<file path="config.mk">
export PLATFORM = sky130hd
export DESIGN_NAME = lcp_pin_ctrl
export DESIGN_NICKNAME = d
export VERILOG_FILES = /design/src/hdl/lcp_level_sel.v /design/src/hdl/lcp_pin_ctrl.v
export VERILOG_INCLUDE_DIRS = /design/src /design/src/hdl
export SDC_FILE = /design/constraint.sdc
export NUM_CORES = 1
export LEC_CHECK = 0
export ABC_AREA = 0
export ABC_CLOCK_PERIOD_IN_PS = 2310
export BUFFER_PORTS_ARGS = -buffer_cell sky130_fd_sc_hd__buf_2
export CORE_ASPECT_RATIO = 1.75
export CORE_UTILIZATION = 56
export DETAILED_ROUTE_END_ITERATION = 8
export PLACE_DENSITY = 0.84
export SETUP_SLACK_MARGIN = 0.15
export SLEW_MARGIN = 20
export SYNTH_ARGS = -nofsm -noshare
export SYNTH_HDL_FRONTEND = slang
export SYNTH_SLANG_ARGS = --single-unit
export TNS_END_PERCENT = 100
</file>
<file path="constraint.sdc">
create_clock -name clk_sys_i -period 2.31 [get_ports clk_sys_i]
set_input_delay 0 -clock clk_sys_i [delete_from_list [all_inputs] [get_ports clk_sys_i]]
set_output_delay 0 -clock clk_sys_i [all_outputs]
set_load 0.005 [all_outputs]
</file>
<file path="src/hdl/lcp_map.vh">
// register offsets, field positions and reset values of the lcd pin control bank
`ifndef LCP_MAP_VH
`define LCP_MAP_VH

// ------------------------------------------------------------
// register offsets (register index on the plain port)
// ------------------------------------------------------------
`define LCP_MAIN_CONTROL_ADDR      3'h0
`define LCP_COMMON_ROLE_ADDR       3'h1
`define LCP_SEG_ENABLE_LOW_ADDR    3'h2
`define LCP_SEG_ENABLE_MID_ADDR    3'h3
`define LCP_SEG_ENABLE_HIGH_ADDR   3'h4
`define LCP_PIN_STATUS_ADDR        3'h5
`define LCP_UNMAPPED_DATA          8'h00

// ------------------------------------------------------------
// field positions in lcd_main_control
// ------------------------------------------------------------
`define LCP_FRAME_BIT              7
`define LCP_BIAS_SEL_HI            6
`define LCP_BIAS_SEL_LO            5
`define LCP_MASTER_EN_BIT          4
`define LCP_COM_EN_LOW_HI          3

// ------------------------------------------------------------
// field positions in lcd_common_role_select
// ------------------------------------------------------------
`define LCP_COM_EN_HIGH_HI         7
`define LCP_COM_EN_HIGH_LO         6
`define LCP_ROLE_HI                5

// ------------------------------------------------------------
// reset value and bias current codes
// ------------------------------------------------------------
`define LCP_REG_RESET              8'h00
`define LCP_BIAS_8U3               2'h0
`define LCP_BIAS_16U7              2'h1
`define LCP_BIAS_50U               2'h2
`define LCP_BIAS_100U              2'h3

// ------------------------------------------------------------
// drive level codes per pin: 00 vss, 01 one third, 10 two thirds, 11 vdd
// ------------------------------------------------------------
`define LCP_LVL_VSS                2'h0
`define LCP_LVL_THIRD              2'h1
`define LCP_LVL_TWO_THIRDS         2'h2
`define LCP_LVL_VDD                2'h3

`endif

</file>
<file path="src/hdl/lcp_level_sel.v">
// drive level selection for one lcd common or segment pin
`timescale 1ns/10ps

module lcp_level_sel (
	// control
	input  wire       master_en_i,
	input  wire       frame_i,
	input  wire       pin_en_i,
	input  wire       is_segment_i,
	input  wire       io_data_i,
	// level
	output reg  [1:0] level_o
);
`include "lcp_map.vh"

	// frame 0: common vdd/third, segment vss/two thirds; frame 1 swaps
	always @* begin
		level_o = `LCP_LVL_VSS;
		if (master_en_i && pin_en_i) begin
			case ({frame_i, is_segment_i})
				2'h0:    level_o = io_data_i ? `LCP_LVL_VDD : `LCP_LVL_THIRD;
				2'h1:    level_o = io_data_i ? `LCP_LVL_VSS : `LCP_LVL_TWO_THIRDS;
				2'h2:    level_o = io_data_i ? `LCP_LVL_VSS : `LCP_LVL_TWO_THIRDS;
				default: level_o = io_data_i ? `LCP_LVL_VDD : `LCP_LVL_THIRD;
			endcase
		end
	end

endmodule // lcp_level_sel

</file>
<file path="src/hdl/lcp_pin_ctrl.v">
// lcd common/segment pin control register bank with per-pin level select
// Functional notes
// - bit 7 selects frame 0 or 1
// - bits 6..5 select bias current level
// - bit 4 master enable gates pin enables
// - master off forces all outputs to vss; here levels go to vss but every pin select clears, releasing the pins
// - common enables 0..3 and 4..5 placed
// - role bits 0..5: common or segment
// - segment enables 6..13 in third register
// - small variant fourth register top bits zero
// - fifth register bits 7..2 read zero
// - pin taken only when its bit set
// - frame sets common and segment level pairs
// - io data bit picks full or bias
// - no port direction needed beforehand
//
// Added by the designer: the plain strobed port and the address map.
`timescale 1ns/10ps

module lcp_pin_ctrl #(
	parameter LARGE_VARIANT = 1
) (
	// clock and reset
	input  wire        clk_sys_i,
	input  wire        rstn_i,
	// register port
	input  wire [2:0]  reg_addr_i,
	input  wire [7:0]  reg_wdata_i,
	input  wire        reg_wr_i,
	input  wire        reg_rd_i,
	output reg  [7:0]  reg_rdata_o,
	// shared io data bits from the port pins
	input  wire [23:0] io_data_i,
	// pin function and drive level
	output reg  [23:0] lcd_pin_select_o,
	output reg  [23:0] lcd_pin_is_segment_o,
	output reg  [47:0] lcd_pin_level_o,
	output reg  [1:0]  bias_current_select_o,
	output reg         lcd_master_enable_o
);
`include "lcp_map.vh"

	localparam NPIN = 24;

	// ------------------------------------------------------------
	// storage
	// ------------------------------------------------------------
	reg  [7:0]  main_control_reg;
	reg  [7:0]  common_role_reg;
	reg  [7:0]  seg_enable_low_reg;
	reg  [7:0]  seg_enable_mid_reg;
	reg  [7:0]  seg_enable_high_reg;
	reg  [23:0] io_meta_reg;
	reg  [23:0] io_sync_reg;

	reg  [7:0]  mid_mask;
	reg  [7:0]  high_mask;
	reg  [7:0]  rdata_next;
	reg  [23:0] pin_en_raw;
	reg  [23:0] segment_role;
	wire [47:0] level_next;

	// ------------------------------------------------------------
	// variant masks
	// ------------------------------------------------------------
	always @* begin
		// fifth register low two bits only in the large variant, no bits in the small one
		if (LARGE_VARIANT != 0) begin
			mid_mask  = 8'hFF;
			high_mask = 8'h03;
		end else begin
			mid_mask  = 8'h3F;
			high_mask = 8'h00;
		end
	end

	// ------------------------------------------------------------
	// register writes
	// ------------------------------------------------------------
	// plain storage, clears to zero
	always @(posedge clk_sys_i) begin
		if (!rstn_i) begin
			main_control_reg    <= `LCP_REG_RESET;
			common_role_reg     <= `LCP_REG_RESET;
			seg_enable_low_reg  <= `LCP_REG_RESET;
			seg_enable_mid_reg  <= `LCP_REG_RESET;
			seg_enable_high_reg <= `LCP_REG_RESET;
		end else if (reg_wr_i) begin
			case (reg_addr_i)
				`LCP_MAIN_CONTROL_ADDR:    main_control_reg    <= reg_wdata_i;
				`LCP_COMMON_ROLE_ADDR:     common_role_reg     <= reg_wdata_i;
				`LCP_SEG_ENABLE_LOW_ADDR:  seg_enable_low_reg  <= reg_wdata_i;
				`LCP_SEG_ENABLE_MID_ADDR:  seg_enable_mid_reg  <= reg_wdata_i & mid_mask;
				`LCP_SEG_ENABLE_HIGH_ADDR: seg_enable_high_reg <= reg_wdata_i & high_mask;
				default: ;
			endcase
		end
	end

	// ------------------------------------------------------------
	// read path, data one cycle after the strobe
	// ------------------------------------------------------------
	always @* begin
		case (reg_addr_i)
			`LCP_MAIN_CONTROL_ADDR:    rdata_next = main_control_reg;
			`LCP_COMMON_ROLE_ADDR:     rdata_next = common_role_reg;
			`LCP_SEG_ENABLE_LOW_ADDR:  rdata_next = seg_enable_low_reg;
			`LCP_SEG_ENABLE_MID_ADDR:  rdata_next = seg_enable_mid_reg & mid_mask;
			`LCP_SEG_ENABLE_HIGH_ADDR: rdata_next = seg_enable_high_reg & high_mask;
			// live state: master enable and bias as applied, low five bits zero
			`LCP_PIN_STATUS_ADDR:      rdata_next = {lcd_master_enable_o,
			                                          bias_current_select_o, 5'h00};
			default:                   rdata_next = `LCP_UNMAPPED_DATA;
		endcase
	end

	always @(posedge clk_sys_i) begin
		if (!rstn_i)
			reg_rdata_o <= 8'h00;
		else if (reg_rd_i)
			reg_rdata_o <= rdata_next;
		else
			reg_rdata_o <= 8'h00;
	end

	// ------------------------------------------------------------
	// pin enable and role mapping
	// ------------------------------------------------------------
	always @* begin
		pin_en_raw[3:0]   = main_control_reg[`LCP_COM_EN_LOW_HI:0];
		pin_en_raw[5:4]   = common_role_reg[`LCP_COM_EN_HIGH_HI:`LCP_COM_EN_HIGH_LO];
		pin_en_raw[13:6]  = seg_enable_low_reg;
		pin_en_raw[21:14] = seg_enable_mid_reg & mid_mask;
		pin_en_raw[23:22] = seg_enable_high_reg[1:0] & high_mask[1:0];
		segment_role[5:0]  = common_role_reg[`LCP_ROLE_HI:0];
		segment_role[23:6] = 18'h3FFFF;
	end

	// ------------------------------------------------------------
	// io data synchroniser, pins are outside the clock domain
	// ------------------------------------------------------------
	always @(posedge clk_sys_i) begin
		if (!rstn_i) begin
			io_meta_reg <= 24'h000000;
			io_sync_reg <= 24'h000000;
		end else begin
			io_meta_reg <= io_data_i;
			io_sync_reg <= io_meta_reg;
		end
	end

	// ------------------------------------------------------------
	// level selection per pin
	// ------------------------------------------------------------
	genvar gi;
	generate
		for (gi = 0; gi < NPIN; gi = gi + 1) begin : g_pin
			lcp_level_sel u_sel (
				.master_en_i  (main_control_reg[`LCP_MASTER_EN_BIT]),
				.frame_i      (main_control_reg[`LCP_FRAME_BIT]),
				.pin_en_i     (pin_en_raw[gi]),
				.is_segment_i (segment_role[gi]),
				.io_data_i    (io_sync_reg[gi]),
				.level_o      (level_next[2*gi+1:2*gi])
			);
		end
	endgenerate

	// ------------------------------------------------------------
	// registered outputs
	// ------------------------------------------------------------
	always @(posedge clk_sys_i) begin
		if (!rstn_i) begin
			lcd_pin_select_o      <= 24'h000000;
			lcd_pin_is_segment_o  <= 24'h000000;
			lcd_pin_level_o       <= 48'h000000000000;
			bias_current_select_o <= `LCP_BIAS_8U3;
			lcd_master_enable_o   <= 1'h0;
		end else begin
			lcd_pin_select_o      <= main_control_reg[`LCP_MASTER_EN_BIT] ?
			                         pin_en_raw : 24'h000000;
			lcd_pin_is_segment_o  <= segment_role;
			lcd_pin_level_o       <= level_next;
			bias_current_select_o <= main_control_reg[`LCP_BIAS_SEL_HI:`LCP_BIAS_SEL_LO];
			lcd_master_enable_o   <= main_control_reg[`LCP_MASTER_EN_BIT];
		end
	end

endmodule // lcp_pin_ctrl
</file>
### Yosys cells after proc, flatten, opt, wreduce, memory -nomap -nowiden

Cells that the tools add are included.

* add/subtract/negate cells: 0
* $mul: 0
* divide/modulo/power cells: 0
* $lt $le $gt $ge: 0
* equal/unequal tests: 17
* shifts and indexed selects: 0
* mux-type cells: 74
* bitwise gates (word level): 0
* reduce and logical (&&, ||, !) cells: 62

Operators with widths (number)
* 2-to-1 mux 2 bit: 72
* AND reduction 2 bit: 31
* case mux 8 bit (6 select lines): 1
* logical AND 1 bit: 24
* 2-to-1 mux 24 bit: 1
* == test 2 x 1 -> 1 bit, second input constant: 6
* == test 2 bit, second input constant: 6
* OR reduction 2 bit: 6
* == test 3 x 2 -> 1 bit, second input constant: 2
* == test 3 bit, second input constant: 2
* == test 3 x 1 -> 1 bit, second input constant: 1
* logical NOT 3 bit: 1

* register bits: 189
* bits in latches: 0
* memory bits (writable): 0
* bits in read-only memories: 0
* input bits: 39
* output and inout bits: 107
* word-level logic and storage cells: 190
* memories kept: 0

### Depth between registers and ports, before layout

Gate-level depths: netlist (run 1).

* depth in word-level cells: 3
* depth in mapped cells: 5
* gate-level depth less buffers: 3

### Modules after synthesis

Synthesis (run 1) repeated with hierarchy kept, for this count alone.

* cell total of the unflattened synthesis: 601
* area, all modules: 6386.1 um^2

Modules (own cells, without submodules)
* lcp_pin_ctrl: times used 1, cells each 481, area an instance 5485.3 um^2, sequential area each 3443.3 um^2
* lcp_level_sel: times used 24, cells each 5, area an instance 37.5 um^2, sequential area each 0.0 um^2

### Least setup slack after synthesis (run 1)

Ideal clock, no wire load.

* kind: register -> register
* start point: register main_control_reg[4]
* end point: register reg_rdata_o[4]
* setup time: 0.114 ns
* arrival: 1.061 ns
* data required time: 2.196 ns
* slack: 1.135 ns
* cell stages (with the launch flop): 4
* path buffers: 1
* period minus slack after synthesis: 1.175 ns
* cell sequence: dfxtp_1 > clkbuf_1 > mux4_1 > and2b_1

* longest elaborated chain between the ends: 1

RTL lines
* from (decl): RTL line lcp_pin_ctrl.v:48 `reg [7:0] main_control_reg;`
* from (signal assigned): RTL line lcp_pin_ctrl.v:83 `` main_control_reg <= `LCP_REG_RESET; ``
* from (signal assigned): RTL line lcp_pin_ctrl.v:90 `` `LCP_MAIN_CONTROL_ADDR: main_control_reg <= reg_wdata_i; ``
* case mux 8 bit (6 select lines): RTL line lcp_pin_ctrl.v:104 `case (reg_addr_i)`
* to (signal assigned): RTL line lcp_pin_ctrl.v:121 `reg_rdata_o <= rdata_next;`
* to (decl): RTL line lcp_pin_ctrl.v:31 `output reg [7:0] reg_rdata_o,`

Every way passes these cells.
A chain may end at the register's enable or synchronous reset.

### Worst setup path after layout (run 1)

* start point: register main_control_reg[7]
* end point: register lcd_pin_level_o[1]

* longest elaborated chain between the ends: 3
* elaborated cells on any way between the ends: 4
* those cells by class: eq/ne (2); mux (1); reduce/logical (1)

RTL lines
* == test 2 x 1 -> 1 bit or == test 2 bit (tied branches): RTL line lcp_level_sel.v:20 `case ({frame_i, is_segment_i})`
* OR reduction 2 bit (no line) (*)
* 2-to-1 mux 2 bit (*)
* to (signal assigned): RTL line lcp_pin_ctrl.v:183 `lcd_pin_level_o <= level_next;`
* to (decl): RTL line lcp_pin_ctrl.v:37 `output reg [47:0] lcd_pin_level_o,`

Every way passes the cells marked *; elsewhere a longest branch is shown, timed or not.

==> metrics.txt, run 1 <==
status completed; crit end category flip-flop; worst hold path class in -> reg; main combinational cell family by area after synthesis simple AND/OR/NAND/NOR gates; post-synthesis register bit count 172; total negative slack 0 ns; total grt overflow 0; first-pass GRT wire length 19.53 mm; worst setup path end lcd_pin_level_o[1]$_SDFF_PN0_; Core ar. 0.009849 mm²; Final Max Slew Viols 0; final worst path period share 0.5779; Port Buffers 145; Leakage 0.003485 µW; pin count of the biggest net entering global routing 77; layout cells sized above 1 0.2769; hold path depth 1; Arr. time, crit path 1.65 ns; clock slew at reported path FFs 0.06 ns; WL per Instance 15.58 µm; initial antenna violation count 0; die width 78.19 µm; Vias 4097; simple-gate portion of the synthesized area 0.2061; worst slew pin tran 0.6001 ns; Num Clock Sinks 172; Worst R2R Setup Slack 0.98 ns; Syn Inst Count 512; Clock Path Buffers 2; total number of yosys warnings 0; # fillers 657; Reg with most FFs lcd_pin_level_o; number of global-route vias before repair 4055; vias per cell 5.089; number of flip-flops in the largest register 48; Post-route DRC 0; mapped cell area 0.005689 mm²; nets 705; critical path type reg -> reg; xor and xnor area share after synthesis 0.04618; fmax 749.1 MHz; Setup WS post-layout 0.9750 ns; Routed WL 12.54 mm; worst r2r path cells 4; peak fanout along the critical path 15; PwrDens 882.9 mW/mm²; Post-Synth Adder-Cell Area 0; H-tree depth 4; Initial Util 0.5776; Area Overhead vs Synth 28.41%; Synth Area in Compound Gates 0.03805; Place WS 0.9244 ns; post-route insts no fill 805; Num CTS Buffers 17; Unique masters post-synth 33; Slew headroom 0.5982; Inst Count DP 740; TritonCTS clock tree built; post-route minimum period 1.335 ns; Critical R2R Launch main_control_reg[7]$_SDFFE_PN0P_; worst-skew pair later-pin latency 0.42 ns; syn_nets 551; full die area 0.01058 mm²; synthesized area per cell 11.11 µm²; # setup viols final 0; row count 48; Worst Setup Start Kind flip-flop; RePlAce Congestion 0.8906; num ports 146; gr usage total 0.2465; Clock Skew 0.007587 ns; worst vdd rail ir drop 0.0006204 V; critical path launch point main_control_reg[7]$_SDFFE_PN0P_; placed inst area 0.006317 mm²; DR iter-0 viols 213; HPWL after DPL 8.180 mm; Critical R2R Capture lcd_pin_level_o[1]$_SDFF_PN0_; First-pass DRT Iterations 4; CP Data Required Time 2.63 ns; Final Cell Area 0.007306 mm²; sequential area share after synthesis 0.6052; multiplexer share of the synthesized area 0.04552; Die Height 135.3 µm; max-cap violation count 0; root buf cell clkbuf_16; final hold vios 0; ANT nets after route 0; RSZ-0062 raised after global routing false
[area by class of cell]
type	instances	area, µm²	area share
Antenna cell	1	2.502	0.0003425
Clock buffer	19	452.9	0.06200
Clock inverter	13	212.7	0.02911
Inverter	6	22.52	0.003083
Multi-Input combinational cell	286	1911	0.2615
Sequential cell	172	3445	0.4715
Tap cell	125	156.4	0.02141
Timing Repair Buffer	183	1104	0.1511
[placed cells by master (no fill, tap or decap), types with 3 or more instances in the layout]
master         netlist  routed
a21boi_1             8       8
a21o_1               3       3
and2_1              74      74
and3_1              36      36
buf_2                8     145
buf_4               22       5
bufinv_16            0       5
clkbuf_16            0      17
dfxtp_1            172     171
dlygate4sd3_1        0      32
inv_1                6       6
mux2i_1             18      18
mux4_1               3       3
nand2_1             37      37
nand3_1             10      10
nand3b_1             6       6
nand4b_1             3       3
nor2_1              15      15
nor2b_1             12      12
o21ai_0             16      16
o32ai_1              3       3
xnor2_1             24      24
xor2_1               6       6
[what timing repair did]
action,CTS,global route
gates resized for setup,0,0
setup buffers,0,0
hold buffers,32,0
endpoints found under the hold margin,58,0
[power breakdown]
group,internal (µW),switching [µW],total [µW]
logic,143,121,264
clock network,1990,1150,3130
registers,3020,31.3,3050
[logic make-up after synthesis]
group,count (synthesis)
XOR/XNOR,30
flip-flops,172
AND/OR/NAND/NOR,201
AO/OA/AOI/OAI,34
buffers and inverters,54
multiplexers,21
[cell usage after synthesis]
| cell | instances | area, µm² |
|---|---|---|
| nor2_1 | 15 | 56.30 |
| and3_1 | 36 | 225.2 |
| nand4b_1 | 3 | 26.28 |
| a21oi_1 | 2 | 10.01 |
| xnor2_1 | 24 | 210.2 |
| and2_1 | 74 | 462.9 |
| buf_4 | 22 | 165.2 |
| o32ai_1 | 3 | 26.28 |
| inv_1 | 6 | 22.52 |
| a211o_1 | 2 | 17.52 |
| and2b_1 | 1 | 7.510 |
| nand3b_1 | 6 | 45.04 |
| xor2_1 | 6 | 52.55 |
| nor4b_4 | 1 | 23.77 |
| nand2_1 | 37 | 138.9 |
| a21boi_1 | 8 | 60.06 |
| clkbuf_1 | 13 | 48.80 |
| clkbuf_2 | 1 | 5.000 |
| nand4bb_1 | 1 | 11.26 |
| buf_6 | 3 | 33.78 |
| nand3_1 | 10 | 50.05 |
| a21o_1 | 3 | 22.52 |
| dfxtp_1 | 172 | 3443 |
| o21ai_0 | 16 | 80.08 |
| nor2b_1 | 12 | 75.07 |
| buf_2 | 8 | 40.04 |
| nor3_1 | 1 | 5.000 |
| and2_0 | 1 | 6.260 |
| mux2i_1 | 18 | 180.2 |
| and4bb_2 | 2 | 25.02 |
| mux4_1 | 3 | 78.83 |
| or4b_4 | 1 | 13.76 |
| buf_12 | 1 | 20.02 |
[worst min-delay path by stage]
stage / start / slack, ns / endpoint
6_report: rstn_i / 0.03 / lcd_pin_is_segment_o[22]$_DFF_P_
3_3_place_gp: io_data_i[14] / 0.20 / io_meta_reg[14]$_SDFF_PN0_
4_1_cts: rstn_i / 0.02 / lcd_pin_is_segment_o[22]$_DFF_P_
3_5_place_dp: io_data_i[12] / 0.21 / io_meta_reg[12]$_SDFF_PN0_
5_1_grt: reg_rd_i / 0.05 / reg_rdata_o[3]$_SDFF_PN0_
2_1_floorplan: rstn_i / 0.03 / lcd_pin_is_segment_o[22]$_DFF_P_
[stage by stage]
| step | hold slack (ns) | power [µW] | util |
|---|---|---|---|
| 2_1_floorplan | 0.02772 | 3276 | - |
| 3_5_place_dp | 0.2081 | 3336 | 0.6414 |
| 5_1_grt | 0.05398 | 6628 | 0.7415 |
| 3_3_place_gp | 0.2046 | 3325 | 0.6414 |
| 6_report | 0.03083 | 6450 | 0.7417 |
| 4_1_cts | 0.01891 | 6483 | 0.7415 |
[per-layer routing]
metal / track usage / vias up / wire [µm]
li1: - / 1956 / -
met3: 0.06195 / 45 / 731
met2: 0.4366 / 178 / 6695
met5: 0 / - / 0
met1: 0.2478 / 1918 / 4539
met4: 0.1749 / 0 / 573
[critical path: stages (launching register included)]
cell and delay [ns]:
dfxtp_2 0.48, buf_4 0.30, xor2_1 0.25, xnor2_1 0.15
nor2_1 0.05
Note: power is estimated with default switching activity, not from simulation.
==> run 2: changes to the inputs <==
--- a/config.mk
+++ b/config.mk
@@ -6,13 +6,13 @@
 export SDC_FILE = /design/constraint.sdc
 export NUM_CORES = 1
 export LEC_CHECK = 0
-export ABC_AREA = 0
-export ABC_CLOCK_PERIOD_IN_PS = 2310
+export ABC_AREA = 1
+export ABC_CLOCK_PERIOD_IN_PS = 1310
 export BUFFER_PORTS_ARGS = -buffer_cell sky130_fd_sc_hd__buf_2
 export CORE_ASPECT_RATIO = 1.75
-export CORE_UTILIZATION = 56
+export CORE_UTILIZATION = 52
 export DETAILED_ROUTE_END_ITERATION = 8
-export PLACE_DENSITY = 0.84
+export PLACE_DENSITY = 0.78
 export SETUP_SLACK_MARGIN = 0.15
 export SLEW_MARGIN = 20
 export SYNTH_ARGS = -nofsm -noshare
==> constraint.sdc (replaced) <==
create_clock -name clk_sys_i -period 1.31 [get_ports clk_sys_i]
set_input_delay 0 -clock clk_sys_i [delete_from_list [all_inputs] [get_ports clk_sys_i]]
set_output_delay 0 -clock clk_sys_i [all_outputs]
set_load 0.005 [all_outputs]
==> run 2 against run 1 <==
Effect of this change:
- clock-buffer cell count unchanged
- synthesized area increased by 1.4%
- power increased by 71%
- sequential cell count unchanged
- design area increased by 2.8%
- die area increased by 9.0%
- clock power increased by 59%
- worst hold slack improved by 0.0038 ns
- sequential power increased by 78%
- non-clock buffer count increased by 9
- critical endpoint is now lcd_pin_level_o[5]$_SDFF_PN0_
==> metrics.txt, run 2 <==
die width 81.63 µm (+4.4%); Final Max Slew Viols 0 (unchanged); worst hold path class in -> reg; synthesized area per cell 8.611 µm² (-23%); Reg with most FFs lcd_pin_level_o; most used standard cell by instance count after synthesis dfxtp_1; main combinational cell family by area after synthesis simple AND/OR/NAND/NOR gates; crit end category flip-flop; Clock Skew 0.006835 ns (-0.0007524 ns); # fillers 832 (+27%); First-pass DRT Iterations 7 (+3); Routed WL 14.01 mm (+12%); most common cell after layout, fill and taps aside dfxtp_1; max-cap violation count 0 (unchanged); Register Area 0.003446 mm² (about the same); worst-skew pair later-pin latency 0.42 ns (about the same); final worst path period share 0.8666 (+0.2887); Synth area leaders dfxtp_1 (60%), nand2_1 (7.4%), inv_1 (6.4%); most frequent cells in the layout dfxtp_1 (170), buf_2 (145), nand2_1 (113); pin count of the biggest net entering global routing 50 (-35%); layout cells sized above 1 0.2512 (-0.02570); root buf cell clkbuf_16; row count 50 (+4.2%); Num Clock Sinks 172 (unchanged); critical path type reg -> reg; Slew headroom 0.6761 (+0.07783); xor and xnor area share after synthesis 0.03643 (-0.009750); num ports 146 (unchanged); DR iter-0 viols 258 (+21%); Die Height 141.3 µm (+4.4%); RePlAce Congestion 0.9165 (+2.9%); number of global-route vias before repair 4833 (+19%); nets 874 (+24%); number of flip-flops in the largest register 48 (unchanged); H-tree depth 4 (unchanged); Unique masters post-synth 24 (-27%); Multi-input gate area 0.001702 mm² (-11%); largest area contributor in the netlist dfxtp_1; fmax 880.8 MHz (+18%); Core ar. 0.01076 mm² (+9.2%); # setup viols final 0 (unchanged); Area Overhead vs Synth 30.23%; Syn Inst Count 670 (+31%); Worst R2R Setup Slack 0.17 ns (-0.80 ns); worst vdd rail ir drop 0.001145 V (+85%); CP Data Required Time 1.66 ns (-0.97 ns); most frequent cells after synthesis dfxtp_1 (172), nand2_1 (114), inv_1 (99), nor2_1 (84), nor3_1 (37); clock slew at reported path FFs 0.07 ns (about the same); WL per Instance 14.33 µm (-8.0%); multiplexer share of the synthesized area 0 (-0.04552); simple-gate portion of the synthesized area 0.2182 (+0.01210); Num CTS Buffers 17 (unchanged); status completed; first-pass GRT wire length 22.22 mm (+14%); total grt overflow 0 (unchanged); total number of yosys warnings 0 (unchanged); HPWL after DPL 9.549 mm (+17%); peak fanout along the critical path 13 (-2); ANT nets after route 0 (unchanged); syn_nets 709 (+29%); worst slew pin tran 0.4822 ns (-0.1179 ns); total negative slack 0 ns (unchanged); initial antenna violation count 0 (unchanged); PwrDens 1469 mW/mm² (+66%); Worst Setup Start Kind flip-flop; Synth Area in Compound Gates 0.03123 (-0.006817); total power 11040 µW (+71%); Clock Path Buffers 2 (unchanged); Arr. time, crit path 1.48 ns (-0.17 ns); post-synthesis register bit count 172 (unchanged); TritonCTS clock tree built; Synth Flop Type dfxtp_1; full die area 0.01154 mm² (+9.0%); sequential area share after synthesis 0.5968 (-0.008401); Leakage 0.003925 µW (+13%); Post-synth ARST share 0 (unchanged); Post-route DRC 0 (unchanged); top cell type's share of synthesized area 0.5968 (-0.008401); post-route minimum period 1.135 ns (-0.1997 ns); Vias 4757 (+16%); RSZ-0062 raised after global routing true; Initial Util 0.5362 (-0.04145); Post-Synth Adder-Cell Area 0 (unchanged); Antenna Cells 0 (-1); vias per cell 4.864 (-4.4%); total setup buffers inserted after CTS 0 (unchanged); Post-synth EDFFs 0 (unchanged); Port Buffers 145 (unchanged); mapped cell area 0.005769 mm² (+1.4%); gr usage total 0.2585 (+0.01192); final hold vios 0 (unchanged)
## run 2: cell type report
| type | instances | share of cell area |
|---|---|---|
| clock buffers | 19 | 0.05762 |
| clock inverters | 13 | 0.02098 |
| inverters | 105 | 0.05312 |
| multi-input cells | 347 | 0.2265 |
| flip-flops and latches | 172 | 0.4586 |
| well taps | 130 | 0.02165 |
| repair buffers | 192 | 0.1615 |
## run 2: final timing paths
path,startpoint,end,cells after the start
worst min-delay path,reg_wr_i,seg_enable_high_reg[1]$_SDFFE_PN0P_,3
worst min register to register,io_meta_reg[8]$_SDFF_PN0_,io_sync_reg[8]$_SDFF_PN0_,2
worst max-delay path,main_control_reg[7]$_SDFFE_PN0P_,lcd_pin_level_o[5]$_SDFF_PN0_,4
worst max register to register,main_control_reg[7]$_SDFFE_PN0P_,lcd_pin_level_o[5]$_SDFF_PN0_,4
## run 2: metal layers
layer,wire length [µm],global-route usage,vias up
li1,-,-,2340
met1,5262,0.2661,2205
met2,7584,0.4689,173
met3,626,0.05338,39
met4,537,0.1431,0
met5,0,0,-
## run 2: worst max-delay path: stages (launching register included)
cell,delay (ns)
dfxtp_2,0.37
buf_12,0.18
xor2_1,0.26
nor2_1,0.08
nor3b_1,0.17
## run 2: kinds of logic after synthesis
| logic type | count (synthesis) |
|---|---|
| and+or+nand+nor | 287 |
| xor gates and xnor gates | 24 |
| DFF | 172 |
| buffers and inverters | 151 |
| AOI/OAI and AO/OA | 36 |
## run 2: metrics by stage
step                instance area (µm²)  utilization  setup slack, ns  std cells  hold WS, ns
floorplan                          5769            -           0.1571        670      0.02772
global placement                   6497       0.6038           0.1905        911       0.1790
detailed placement                 6497       0.6038           0.1207        911       0.1832
CTS                                7468       0.6941           0.1678        978      0.01788
global route                       7513       0.6983          0.08838        978      0.08301
finish                             7513       0.6983           0.1747        978      0.03460
## run 2: timing repair
| item | CTS | global route |
|---|---|---|
| pin swaps | 0 | 1 |
| hold buffers | 34 | 0 |
| setup endpoints to repair | 30 | 31 |
| hold endpoints to repair | 71 | 0 |
| cloned | 1 | 0 |
| gates resized for setup | 3 | 8 |
## run 2: power breakdown
part           switching [µW]  internal [µW]
combinational             360            268
sequential               70.3           5350
clock                    2130           2860
==> run 3: changes to the inputs <==
--- a/config.mk
+++ b/config.mk
@@ -6,13 +6,13 @@
 export SDC_FILE = /design/constraint.sdc
 export NUM_CORES = 1
 export LEC_CHECK = 0
-export ABC_AREA = 1
 export ABC_CLOCK_PERIOD_IN_PS = 1310
 export BUFFER_PORTS_ARGS = -buffer_cell sky130_fd_sc_hd__buf_2
 export CORE_ASPECT_RATIO = 1.75
 export CORE_UTILIZATION = 52
 export DETAILED_ROUTE_END_ITERATION = 8
-export PLACE_DENSITY = 0.78
+export GPL_TIMING_DRIVEN = 0
+export PLACE_DENSITY = 0.79
 export SETUP_SLACK_MARGIN = 0.15
 export SLEW_MARGIN = 20
 export SYNTH_ARGS = -nofsm -noshare
==> run 3 against run 2 <==
Effect of this change:
- clock power shrank 9.8%
- largest power group unchanged
- clock-buffer cell count unchanged
- worst setup slack got worse by 0.029 ns
- sequential share of layout area barely moved
- global-route usage decreased by 0.15 points
- clock skew rose by 0.0018 ns
- register-to-register slack got worse by 0.03 ns
- combinational power down 10%
==> metrics.txt, run 3 (synthesis results as in run 1) <==
hold path depth 4 (+1); number of flip-flops in the largest register 48 (unchanged); pin count of the biggest net entering global routing 19 (-62%); row count 50 (unchanged); placed inst area 0.006570 mm² (+1.1%); final worst path period share 0.8890 (+0.02238); Num CTS Buffers 17 (unchanged); most frequent cells in the layout dfxtp_1 (166), buf_2 (150), and2_1 (74); Initial Util 0.5318 (-0.004350); met1 Use GR 0.2581 (-0.007981); clock slew at reported path FFs 0.06 ns (about the same); Die Height 140.4 µm (-0.69%); Clock Skew 0.008670 ns (+0.001835 ns); post-route minimum period 1.165 ns (+0.02931 ns); Arr. time, crit path 1.47 ns (about the same); Slew headroom 0.6260 (-0.05005); Vias 4265 (-10%); status completed; ANT nets after route 0 (unchanged); Antenna Cells 0 (unchanged); root buf cell clkbuf_16; final hold vios 0 (unchanged); total grt overflow 0 (unchanged); Clock Path Buffers 2 (unchanged); num ports 146 (unchanged); Num Clock Sinks 172 (unchanged); most common cell after layout, fill and taps aside dfxtp_1; Area Overhead vs Synth 32.44%; Core ar. 0.01070 mm² (-0.58%); fmax 858.7 MHz (-2.5%); layout cells sized above 1 0.3228 (+0.07158); worst vdd rail ir drop 0.001306 V (+14%); initial antenna violation count 0 (unchanged); Leakage 0.003603 µW (-8.2%); # fillers 758 (-8.9%); GR peak layer met2; # setup viols final 0 (unchanged); Worst Setup Start Kind flip-flop; WL per Instance 16.05 µm (+12%); crit end category flip-flop; max-cap violation count 0 (unchanged); critical path type reg -> reg; gr usage total 0.2569 (-0.001510); die width 81.07 µm (-0.68%); HPWL after DPL 9.831 mm (+3.0%); H-tree depth 4 (unchanged); worst r2r path cells 3 (-1); Final Cell Area 0.007535 mm² (+0.28%); Final Max Slew Viols 0 (unchanged); TritonCTS clock tree built; vias per cell 4.988 (+2.6%); total negative slack 0 ns (unchanged); RePlAce Congestion 0.9063 (-1.1%); first-pass GRT wire length 21.34 mm (-4.0%); full die area 0.01138 mm² (-1.4%); worst slew pin tran 0.5586 ns (+0.07641 ns); Port Buffers 144 (-0.69%); met3 usage 0.07036 (+0.01698); RSZ-0062 raised after global routing true; DR iter-0 viols 216 (-16%); Post-route DRC 0 (unchanged); GR Layer Usage met2 0.4613 (-0.007559); First-pass DRT Iterations 5 (-2); nets 752 (-14%); worst hold path class in -> reg; Reg with most FFs lcd_pin_level_o; Routed WL 13.72 mm (-2.0%); worst-skew pair later-pin latency 0.42 ns (about the same); number of global-route vias before repair 4366 (-9.7%); CP Data Required Time 1.62 ns (-0.04 ns); PwrDens 1387 mW/mm² (-5.6%); peak fanout along the critical path 3 (-10)
## run 3: cell type report
type	count	area, µm²	share of cell area
Clock buffer	19	442.9	0.05878
Tap cell	130	162.7	0.02159
Clock inverter	12	92.59	0.01229
Buffer	48	349.1	0.04633
Multi-Input combinational cell	286	1923	0.2552
Inverter	6	22.52	0.002989
Sequential cell	172	3453	0.4583
Timing Repair Buffer	182	1089	0.1445
## run 3: path summary, 6_finish.rpt
check	startpoint	to	slack (ns)
max	main_control_reg[4]$_SDFFE_PN0P_	reg_rdata_o[4]$_SDFF_PN0_	0.15
min	reg_wr_i	main_control_reg[4]$_SDFFE_PN0P_	0.06
max reg2reg	main_control_reg[4]$_SDFFE_PN0P_	reg_rdata_o[4]$_SDFF_PN0_	0.15
min reg2reg	io_meta_reg[13]$_SDFF_PN0_	io_sync_reg[13]$_SDFF_PN0_	0.43
## run 3: what timing repair did
item	CTS	global route
setup endpoints to repair	51	36
buffers inserted	1	4
endpoints found under the hold margin	59	0
hold buffers	33	0
gates resized for setup	12	13
pin swaps	0	2
## run 3: per-stage QoR
stage	utilization	hold slack, ns	setup slack (ns)	total power (µW)	cells
after floorplan	-	0.02772	0.1800	5777	512
after global placement	0.6142	0.2051	0.08304	5957	786
after detailed placement	0.6142	0.2103	0.06498	5972	786
after CTS	0.6993	0.03866	0.1242	10480	851
after global routing	0.7043	0.06665	0.1262	10780	855
final	0.7043	0.05931	0.1454	10450	855
## run 3: critical path: stages, from the launching register on
cell and delay (ns):
dfxtp_2 0.33, buf_8 0.11, mux4_2 0.45, and2b_1 0.17
## run 3: where the power goes
part	total (µW)	internal (µW)	switching, µW	leakage (µW)
registers	5380	5330	56.7	0.00140
clock network	4500	2480	2020	0.000252
logic	563	314	249	0.00195
## run 3: routing by layer
layer	vias to the layer above	part of all wire
met4	0	0.040
met2	175	0.54
li1	2047	-
met5	-	0
met1	2010	0.35
met3	33	0.064
